**config.mk**
```make
export PLATFORM = sky130hd
export DESIGN_NAME = bus_mem_ctrl
export DESIGN_NICKNAME = d
export VERILOG_FILES = /design/src/mbc_pkg.sv /design/src/bus_mem_ctrl.sv /design/src/req_fifo.sv
export SDC_FILE = /design/constraint.sdc
export NUM_CORES = 1
export LEC_CHECK = 0
export ABC_CLOCK_PERIOD_IN_PS = 6500
export BUFFER_PORTS_ARGS = -buffer_cell sky130_fd_sc_hd__buf_2
export CORE_MARGIN = 2
export CORE_UTILIZATION = 25
export DETAILED_ROUTE_END_ITERATION = 8
export PLACE_DENSITY = 0.46
export SYNTH_ARGS = -nofsm -noshare
export SYNTH_HDL_FRONTEND = slang
export SYNTH_SLANG_ARGS = --single-unit
```
**constraint.sdc**
```tcl
create_clock -name clk -period 6.5 [get_ports clk]
set_clock_uncertainty 0.15 [all_clocks]
set_input_delay 1.3 -clock clk [delete_from_list [all_inputs] [get_ports clk]]
set_output_delay 1.3 -clock clk [all_outputs]
set_load 0.02 [all_outputs]
```
**src/mbc_pkg.sv**
```systemverilog
/*
 * Shared constants for the minimal bus memory controller: transfer type
 * codes, region decode, wait counts, request word layout and states.
 * Assumes a single bus master running on the same clock as the controller.
 */
package mbc_pkg;

    // ********************************************************************
    // transfer types accepted (transfer_type[4] is the first bit)
    // ********************************************************************
    localparam logic [4:0] TT_WRITE_FLUSH = 5'h02;
    localparam logic [4:0] TT_WRITE_KILL = 5'h06;
    localparam logic [4:0] TT_READ = 5'h0A;
    localparam logic [4:0] TT_READ_MODIFY = 5'h0E;

    // ********************************************************************
    // regions selected by the two top address bits
    // ********************************************************************
    typedef enum logic [1:0] {
        REG_RAM = 2'b00,
        REG_FAST_IO = 2'b01,
        REG_SLOW_IO = 2'b10,
        REG_FLASH = 2'b11
    } region_t;

    // ********************************************************************
    // access times in bus clocks, transfer start edge to data acknowledge; last burst beat index and bus width in bytes
    // ********************************************************************
    localparam logic [3:0] FAST_IO_CYCLES = 4'h4;
    localparam logic [3:0] SLOW_IO_CYCLES = 4'hC;
    localparam logic [3:0] FLASH_CYCLES = 4'h6;
    localparam logic [1:0] BURST_LAST_BEAT = 2'h3;
    localparam logic [3:0] BUS_BYTES = 4'h8;

    // ********************************************************************
    // request word carried through the fifo
    // ********************************************************************
    localparam int REQ_W = 41;
    localparam int REQ_DEPTH = 16;
    localparam int REQ_TT_LSB = 32;
    localparam int REQ_SIZE_LSB = 37;
    localparam int REQ_BURST_BIT = 40;

    // ********************************************************************
    // strobe reset values and cycle states
    // ********************************************************************
    localparam logic [7:0] LANES_NEGATED = 8'hFF;
    localparam logic [1:0] IO_CS_NEGATED = 2'h3;

    typedef enum logic [2:0] {
        ST_IDLE = 3'b000,
        ST_ADDR = 3'b001,
        ST_BEAT = 3'b010,
        ST_DESEL = 3'b011,
        ST_WAIT = 3'b100,
        ST_ERR = 3'b101
    } state_t;

endpackage : mbc_pkg

```
**src/bus_mem_ctrl.sv**
```systemverilog
/*
 * Memory controller for a single-master processor bus: decodes each
 * transfer, drives burst SRAM, flash and I/O strobes, and ends every
 * transfer with data/address acknowledges or an error acknowledge.
 * Assumes the bus master is clocked by clk and is permanently parked.
 */
// Overview of operation
// - flash only single beats, never bursts
// - shared flash output enable on flash reads
// - flash writes qualified by byte strobes
// - byte strobes active low, none means read
// - flash chip select on every flash access
// - flash acknowledge held off fixed clocks
// - I/O accepts any write size
// - I/O writes reuse memory byte strobes
// - I/O delay chosen per address range
// - transfer start sampled on bus clock
// - type, size, burst classify the transfer
// - top two address bits select region
// - low address bits and size give lanes
// - address acknowledge on final beat
// - one data acknowledge per beat
// - unsupported transfers end with error acknowledge
// - SRAM chip select on every RAM access
// - SRAM output enable on RAM reads only
// - SRAM address strobe before first beat
// - burst advance during beats two to four
// - I/O selects on access, enable on reads
// - bus grant and busy not monitored
// - SRAM select and address strobe together
// - burst advance three clocks, high otherwise
// - deselect cycle after each SRAM access
`timescale 1ns/1ps
module bus_mem_ctrl (
    input wire logic clk,
    input wire logic rst_b,
    input wire logic [31:0] address,
    input wire logic transfer_start_n,
    input wire logic [4:0] transfer_type,
    input wire logic [2:0] transfer_size,
    input wire logic burst_indicator_n,
    output logic address_ack_n,
    output logic data_transfer_ack_n,
    output logic transfer_error_ack_n,
    output logic [7:0] byte_write_strobe_n,
    output logic flash_chip_select_n,
    output logic flash_output_enable_n,
    output logic sram_chip_select_n,
    output logic sram_output_enable_n,
    output logic sram_address_strobe_n,
    output logic sram_burst_advance_n,
    output logic [1:0] io_chip_select_n,
    output logic io_output_enable_n
);

    // ********************************************************************
    // state
    // ********************************************************************
    typedef struct packed {
        mbc_pkg::state_t st;
        logic [1:0] beat;
        logic [3:0] cnt;
        logic burst;
        logic pend_v;
        logic [mbc_pkg::REQ_W-1:0] pend;
        logic address_ack_n_n;
        logic ta_n;
        logic tea_n;
        logic [7:0] bws_n;
        logic fcs_n;
        logic foe_n;
        logic scs_n;
        logic soe_n;
        logic sram_address_strobe_n_n;
        logic adv_n;
        logic [1:0] xcs_n;
        logic xoe_n;
    } ctl_t;

    ctl_t r;
    ctl_t nxt;

    logic [mbc_pkg::REQ_W-1:0] cur_req;
    logic in_valid;
    logic in_ready;
    logic [mbc_pkg::REQ_W-1:0] in_data;
    logic out_valid;
    logic out_ready;
    logic [mbc_pkg::REQ_W-1:0] head;

    logic [31:0] h_addr;
    logic [4:0] h_tt;
    logic [2:0] h_size;
    logic h_burst;
    mbc_pkg::region_t h_rgn;
    logic h_write;
    logic h_type_ok;
    logic h_ok;
    logic [7:0] h_lanes;
    logic [3:0] h_wait;

    // ********************************************************************
    // helpers
    // ********************************************************************
    function automatic logic [3:0] byte_count(input logic [2:0] sz);
        return (sz == 3'h0) ? mbc_pkg::BUS_BYTES : {1'b0, sz};
    endfunction : byte_count

    // lane 0 is the lowest byte address of the doubleword
    function automatic logic [7:0] lane_mask(input logic [2:0] off, input logic [2:0] sz);
        logic [7:0] m;
        logic [3:0] lo;
        logic [3:0] hi;
        m = 8'h00;
        lo = {1'b0, off};
        hi = lo + byte_count(sz);
        for (int i = 0; i < 8; i++) begin
            if (4'(i) >= lo && 4'(i) < hi) begin
                m[i] = 1'b1;
            end
        end
        return m;
    endfunction : lane_mask

    // ********************************************************************
    // start detection into the request fifo
    // ********************************************************************
    // bus grant/busy are never examined: the master is always parked
    assign cur_req = {~burst_indicator_n, transfer_size, transfer_type, address};
    assign in_valid = r.pend_v || !transfer_start_n;
    assign in_data = r.pend_v ? r.pend : cur_req;

    req_fifo #(
        .WIDTH(mbc_pkg::REQ_W),
        .DEPTH(mbc_pkg::REQ_DEPTH)
    ) u_req_fifo (
        .clk(clk),
        .rst_b(rst_b),
        .in_valid(in_valid),
        .in_ready(in_ready),
        .in_data(in_data),
        .out_valid(out_valid),
        .out_ready(out_ready),
        .out_data(head)
    );

    // ********************************************************************
    // classification of the head request
    // ********************************************************************
    assign h_addr = head[31:0];
    assign h_tt = head[mbc_pkg::REQ_TT_LSB +: 5];
    assign h_size = head[mbc_pkg::REQ_SIZE_LSB +: 3];
    assign h_burst = head[mbc_pkg::REQ_BURST_BIT];
    assign h_rgn = mbc_pkg::region_t'(h_addr[31:30]);
    assign h_write = (h_tt == mbc_pkg::TT_WRITE_FLUSH) || (h_tt == mbc_pkg::TT_WRITE_KILL);
    assign h_type_ok = h_write || (h_tt == mbc_pkg::TT_READ) || (h_tt == mbc_pkg::TT_READ_MODIFY);

    // bursts only to RAM; single beats must not cross the doubleword
    always_comb begin
        h_ok = h_type_ok;
        if (h_burst && h_rgn != mbc_pkg::REG_RAM) begin
            h_ok = 1'b0;
        end
        if (!h_burst && ({1'b0, h_addr[2:0]} + byte_count(h_size)) > mbc_pkg::BUS_BYTES) begin
            h_ok = 1'b0;
        end
    end

    // a burst moves whole doublewords on every lane
    assign h_lanes = h_burst ? 8'hFF : lane_mask(h_addr[2:0], h_size);

    always_comb begin
        unique case (h_rgn)
            mbc_pkg::REG_FAST_IO: h_wait = mbc_pkg::FAST_IO_CYCLES;
            mbc_pkg::REG_SLOW_IO: h_wait = mbc_pkg::SLOW_IO_CYCLES;
            mbc_pkg::REG_FLASH: h_wait = mbc_pkg::FLASH_CYCLES;
            mbc_pkg::REG_RAM: h_wait = 4'h0;
        endcase
    end

    assign out_ready = (r.st == mbc_pkg::ST_IDLE);

    // ********************************************************************
    // cycle engine
    // ********************************************************************
    always_comb begin
        nxt = r;
        nxt.address_ack_n_n = 1'b1;
        nxt.ta_n = 1'b1;
        nxt.tea_n = 1'b1;
        nxt.sram_address_strobe_n_n = 1'b1;
        nxt.adv_n = 1'b1;

        // a start that meets a full fifo waits here instead of being lost
        if (r.pend_v) begin
            if (in_ready) begin
                nxt.pend_v = !transfer_start_n;
                nxt.pend = cur_req;
            end
        end else if (!transfer_start_n && !in_ready) begin
            nxt.pend_v = 1'b1;
            nxt.pend = cur_req;
        end

        unique case (r.st)
            mbc_pkg::ST_IDLE: begin
                if (out_valid) begin
                    nxt.burst = h_burst;
                    if (!h_ok) begin
                        nxt.st = mbc_pkg::ST_ERR;
                        nxt.tea_n = 1'b0;
                        nxt.address_ack_n_n = 1'b0;
                    end else if (h_rgn == mbc_pkg::REG_RAM) begin
                        nxt.st = mbc_pkg::ST_ADDR;
                        nxt.scs_n = 1'b0;
                        nxt.sram_address_strobe_n_n = 1'b0;
                        nxt.soe_n = h_write;
                        nxt.bws_n = h_write ? ~h_lanes : mbc_pkg::LANES_NEGATED;
                    end else begin
                        nxt.st = mbc_pkg::ST_WAIT;
                        nxt.cnt = h_wait - 4'h1;
                        nxt.bws_n = h_write ? ~h_lanes : mbc_pkg::LANES_NEGATED;
                        if (h_rgn == mbc_pkg::REG_FLASH) begin
                            nxt.fcs_n = 1'b0;
                            nxt.foe_n = h_write;
                        end else begin
                            nxt.xcs_n[0] = (h_rgn != mbc_pkg::REG_FAST_IO);
                            nxt.xcs_n[1] = (h_rgn != mbc_pkg::REG_SLOW_IO);
                            nxt.xoe_n = h_write;
                        end
                    end
                end
            end
            // pipelined sram: data lags the latched address by one clock, so wait one
            mbc_pkg::ST_ADDR: begin
                if (!r.sram_address_strobe_n_n) begin
                    nxt.st = mbc_pkg::ST_ADDR;
                end else begin
                    nxt.st = mbc_pkg::ST_BEAT;
                    nxt.beat = 2'h0;
                    nxt.ta_n = 1'b0;
                    nxt.address_ack_n_n = r.burst;
                end
            end
            mbc_pkg::ST_BEAT: begin
                if (!r.burst || r.beat == mbc_pkg::BURST_LAST_BEAT) begin
                    nxt.st = mbc_pkg::ST_DESEL;
                    nxt.scs_n = 1'b1;
                    nxt.sram_address_strobe_n_n = 1'b0;
                    nxt.soe_n = 1'b1;
                    nxt.bws_n = mbc_pkg::LANES_NEGATED;
                end else begin
                    nxt.beat = r.beat + 2'h1;
                    nxt.ta_n = 1'b0;
                    nxt.adv_n = 1'b0;
                    nxt.address_ack_n_n = (r.beat + 2'h1 != mbc_pkg::BURST_LAST_BEAT);
                end
            end
            mbc_pkg::ST_DESEL: begin
                nxt.st = mbc_pkg::ST_IDLE;
            end
            mbc_pkg::ST_WAIT: begin
                if (r.cnt == 4'h1) begin
                    nxt.cnt = 4'h0;
                    nxt.ta_n = 1'b0;
                    nxt.address_ack_n_n = 1'b0;
                end else if (r.cnt == 4'h0) begin
                    nxt.st = mbc_pkg::ST_IDLE;
                    nxt.fcs_n = 1'b1;
                    nxt.foe_n = 1'b1;
                    nxt.xcs_n = mbc_pkg::IO_CS_NEGATED;
                    nxt.xoe_n = 1'b1;
                    nxt.bws_n = mbc_pkg::LANES_NEGATED;
                end else begin
                    nxt.cnt = r.cnt - 4'h1;
                end
            end
            mbc_pkg::ST_ERR: begin
                nxt.st = mbc_pkg::ST_IDLE;
            end
            default: begin
                nxt.st = mbc_pkg::ST_IDLE;
            end
        endcase
    end

    always_ff @(posedge clk or negedge rst_b) begin
        if (!rst_b) begin
            r <= '{st: mbc_pkg::ST_IDLE, beat: 2'h0, cnt: 4'h0, burst: 1'b0,
                   pend_v: 1'b0, pend: '0, address_ack_n_n: 1'b1, ta_n: 1'b1, tea_n: 1'b1,
                   bws_n: mbc_pkg::LANES_NEGATED, fcs_n: 1'b1, foe_n: 1'b1,
                   scs_n: 1'b1, soe_n: 1'b1, sram_address_strobe_n_n: 1'b1, adv_n: 1'b1,
                   xcs_n: mbc_pkg::IO_CS_NEGATED, xoe_n: 1'b1};
        end else begin
            r <= nxt;
        end
    end

    // ********************************************************************
    // outputs
    // ********************************************************************
    assign address_ack_n = r.address_ack_n_n;
    assign data_transfer_ack_n = r.ta_n;
    assign transfer_error_ack_n = r.tea_n;
    assign byte_write_strobe_n = r.bws_n;
    assign flash_chip_select_n = r.fcs_n;
    assign flash_output_enable_n = r.foe_n;
    assign sram_chip_select_n = r.scs_n;
    assign sram_output_enable_n = r.soe_n;
    assign sram_address_strobe_n = r.sram_address_strobe_n_n;
    assign sram_burst_advance_n = r.adv_n;
    assign io_chip_select_n = r.xcs_n;
    assign io_output_enable_n = r.xoe_n;
endmodule : bus_mem_ctrl

```
**src/req_fifo.sv**
```systemverilog
/*
 * Synchronous valid/ready fifo with parameterised width and depth.
 * Assumes one clock; the head word is shown while out_valid is high.
 */
`timescale 1ns/1ps
module req_fifo #(
    parameter int WIDTH = 8,
    parameter int DEPTH = 16
) (
    input wire logic clk,
    input wire logic rst_b,
    input wire logic in_valid,
    output logic in_ready,
    input wire logic [WIDTH-1:0] in_data,
    output logic out_valid,
    input wire logic out_ready,
    output logic [WIDTH-1:0] out_data
);
    localparam int AW = $clog2(DEPTH);

    typedef struct packed {
        logic [AW:0] wp;
        logic [AW:0] rp;
    } ptr_t;

    ptr_t r;
    ptr_t nxt;
    logic [WIDTH-1:0] mem [DEPTH];
    logic full;
    logic empty;

    // ********************************************************************
    // pointers carry one wrap bit so full and empty differ
    // ********************************************************************
    assign empty = (r.wp == r.rp);
    assign full = (r.wp[AW] != r.rp[AW]) && (r.wp[AW-1:0] == r.rp[AW-1:0]);
    assign in_ready = !full;
    assign out_valid = !empty;
    assign out_data = mem[r.rp[AW-1:0]];

    always_comb begin
        nxt = r;
        if (in_valid && !full) begin
            nxt.wp = r.wp + 1'b1;
        end
        if (out_ready && !empty) begin
            nxt.rp = r.rp + 1'b1;
        end
    end

    always_ff @(posedge clk or negedge rst_b) begin
        if (!rst_b) begin
            r <= '0;
        end else begin
            r <= nxt;
        end
    end

    // storage needs no reset; only words behind the pointers are read
    always_ff @(posedge clk) begin
        if (in_valid && !full) begin
            mem[r.wp[AW-1:0]] <= in_data;
        end
    end

endmodule : req_fifo

```
==> results.sh <==
export IMPL_die_h_um=217
export IMPL_cts_sinks=262
export IMPL_min_period_ns=4.95
export IMPL_drt_iter0_drc=457
export IMPL_finalHoldViolCount=0
export IMPL_area_growth_pct=16.3
export IMPL_fin_util=0.292
export IMPL_pin_count=64
export IMPL_routed_wl_um=26200
export IMPL_cp_cell_sequence="buf_4 > mux4_2 > mux4_2 > ha_1 > inv_1 > fa_1 > xnor2_1 > nor2_1 > nor2_1 > and2_1 > mux2_4 > o32ai_2 > mux2_1"
export IMPL_finalMaxSlewViolations=0
export IMPL_switchingPower_mw=2.40
export IMPL_ys_seq_area_frac=0.673
export IMPL_seqPwrFrac=0.381
export IMPL_post_cts_buffers=0
export IMPL_antenna_found_initial=0
export IMPL_fin_cells=1379
export IMPL_cpMaxStageDelayCell="dfrtp_2"
export IMPL_syn_nets=763
export IMPL_cts_tree="done"
export IMPL_grt_max_degree=69
export IMPL_core_area_um2=45100
export IMPL_htree_num_levels=1
export IMPL_p_int_mw=4.17
export IMPL_synth_top_area_frac=0.551
export IMPL_p_leak_nw=4.44
export IMPL_rows=78
export IMPL_die_area_um2=47000
export IMPL_hpwlAfterDp_um=16500
export IMPL_cts_repair_resized=0
export IMPL_multiInputGateArea_um2=3430
export IMPL_hold_buffers=0
export IMPL_fillers=4508
export IMPL_arrival_ns=5.24
export IMPL_peakVddDrop_mv=0.282
export IMPL_wire_per_inst_um=19.0
export IMPL_worst_pin_slew_ns=1.12
export IMPL_fmax_ghz=0.202
export IMPL_drt_antenna_violating_nets=0
export IMPL_slowest_delay_ns=0.96
export IMPL_numPortBuffers=35
export IMPL_pwr_share_clk=0.236
export IMPL_synthCells=701
export IMPL_ys_seq_elements=262
export IMPL_p_comb_frac=0.383
export IMPL_synth_flop_cell="edfxtp_1"
export IMPL_finalCritPeriodShare=0.762
export IMPL_outcome="complete, no violations"
export IMPL_power_density_nw_per_um2=499
export IMPL_diodes=0
export IMPL_vias=6182
export IMPL_grt_first_pass_wirelength_um=40200
export IMPL_crit_fanout=29
export IMPL_rsz0062_at_grt="false"
export IMPL_endpoint_kind="flip-flop"
export IMPL_syn_mean_instance_area_um2=16.2
export IMPL_async_reset_ff_frac=0.206
export IMPL_cts_buffer_depth=3
export IMPL_yosysTopAreaCell="edfxtp_1"
export IMPL_maxCapViolCount=0
export IMPL_cp_data_required_time_ns=6.79
export IMPL_start_kind="flip-flop"
export IMPL_grt_usage=0.113
export IMPL_post_drt_via_cell_ratio=4.48
export IMPL_criticalPathCategory="reg2reg"
export IMPL_ys_top_cells_by_area="edfxtp_1 55%, dfrtp_1 7.5%, mux4_2 7.2%"
export IMPL_p_sw_frac=0.366
export IMPL_synth_area_um2=11300
export IMPL_place_congestion=0.756
export IMPL_cts_buffers_inserted=30
export IMPL_grt_ovfl_total=0
export IMPL_ys_types=70
export IMPL_finalSetupViolations=0
export IMPL_path_clk_slew_ns=0.06
export IMPL_setup_tns_ns=0
export IMPL_slew_headroom=0.250
export IMPL_place_inst=1324
export IMPL_synth_edf_count=208
export IMPL_fin_nets=818
export IMPL_yosysWarnings=0
export IMPL_hold_class="reg2reg"
export IMPL_drc=0
export IMPL_grt_pass1_vias=6417
export IMPL_cts_root_buf="clkbuf_16"
export IMPL_start_util=0.251
export IMPL_regArea_um2=7620
export IMPL_die_w_um=217
export IMPL_clk_latency_ns=0.58
export IMPL_dr_pass1_iters=4
export IMPL_drive_above_1_share=0.259
-- cells in the final DEF, fill, tap and decap left out, types with 4 or more instances in the layout --
cell       count
o21ai_0       16
a31oi_1       10
nor3_2         5
mux4_2        36
nor4b_1        8
nand2_1       35
mux2i_1        7
clkinv_2       4
nand2b_1       6
nor3_1        12
a21oi_1       15
mux2_2        25
inv_1         23
dfrtp_1       32
clkinv_1       7
nor2_1        41
or2_2          6
a22oi_1        6
xnor2_1        9
nand3_1        7
buf_4         25
dfstp_2       20
edfxtp_1     208
and2_1         8
a211oi_1       7
nor3b_1       17
a21o_1         5
buf_2         35
a2bb2oi_1      7
ha_1          17
clkbuf_1      11
mux4_1         8
xor2_1         6
clkbuf_16     30
-- cell families (layout without fill, tap and decap cells) --
| group | after synthesis | in the layout | synth area share |
|---|---|---|---|
| flops | 262 | 262 | 0.673 |
| simple gates | 170 | 170 | 0.0819 |
| compound gates | 93 | 93 | 0.0579 |
| mux | 82 | 82 | 0.128 |
| buf+inv | 61 | 139 | 0.0269 |
| fa+ha+maj | 18 | 18 | 0.0205 |
| xor+xnor | 15 | 15 | 0.0116 |
-- flip-flops by register name (all words and copies together) (netlist names), 2 cells and up --
| register | cells |
|---|---|
| r | 24 |
| byte_write_strobe_n | 8 |
| io_chip_select_n | 2 |
| u_req_fifo.r | 10 |
| u_req_fifo.mem | 208 |
-- power groups by stage --
stage               Combinational (mW)  Sequential [mW]  Clock, mW
floorplan                         1.96             2.41          0
global placement                  2.55             2.54          0
detailed placement                2.55             2.55          0
CTS                               2.56             2.52       1.60
global route                      2.80             2.56       1.67
finish                            2.52             2.51       1.55
-- worst max-delay path: cells and delay by family, from the launching register on --
kind            cells  cell delay [ns]
mux                 4             1.77
flops               1             0.96
simple gates        3             0.53
fa+ha+maj           2             0.47
compound gates      1             0.43
buf+inv             2             0.37
xor+xnor            1             0.14
-- area by class of cell --
class,instances,area share
tap,600,0.0570
sequential,262,0.579
clock inverter,14,0.00864
clock buffer,41,0.0601
multi-input combinational,378,0.260
inverter,23,0.00655
timing repair buffer,61,0.0291
-- Yosys cell counts (all sizes together) (6+ instances only) --
cell type / count
a21oi: 15
dfstp: 20
nand2: 36
nor3b: 18
and2: 8
inv: 23
buf: 31
clkbuf: 7
o21ai: 17
a211oi: 7
nand2b: 6
dfrtp: 34
nand3: 7
a31oi: 10
a22oi: 6
a2bb2oi: 8
xor2: 6
ha: 17
nor4b: 9
or2: 6
edfxtp: 208
mux4: 44
mux2i: 9
mux2: 29
nor3: 17
nor2: 42
xnor2: 9
-- metal layers --
layer / wire length, um / GRT usage / up-vias
met5: 0 / 0 / -
met4: 493 / 0.0256 / 0
met3: 1040 / 0.0219 / 40
met2: 12200 / 0.184 / 114
met1: 12500 / 0.157 / 3183
li1: - / - / 2845
-- per-stage QoR --
step                      hold WS [ns]  area, um2  total power [mW]  setup WS (ns)
after floorplan                  0.300      11300              4.37           2.24
after global placement           0.318      12300              5.09           1.42
after detailed placement         0.322      12300              5.10           1.43
after CTS                        0.335      13200              6.68           1.43
after global routing             0.358      13200              7.03           1.21
final                            0.330      13200              6.58           1.55
-- worst paths after layout --
path	depth (start not counted)	endpoint	startpoint	slack, ns
max	13	r[66]	u_req_fifo.r[0]	1.55
min	2	r[60]	r[60]	0.33
max reg2reg	13	r[66]	u_req_fifo.r[0]	1.55
min reg2reg	2	r[60]	r[60]	0.33
max in group asynchronous	2	u_req_fifo.r[0]	rst_b	4.88
min in group asynchronous	2	r[50]	rst_b	0.75
(Power assumes the default switching activity.)
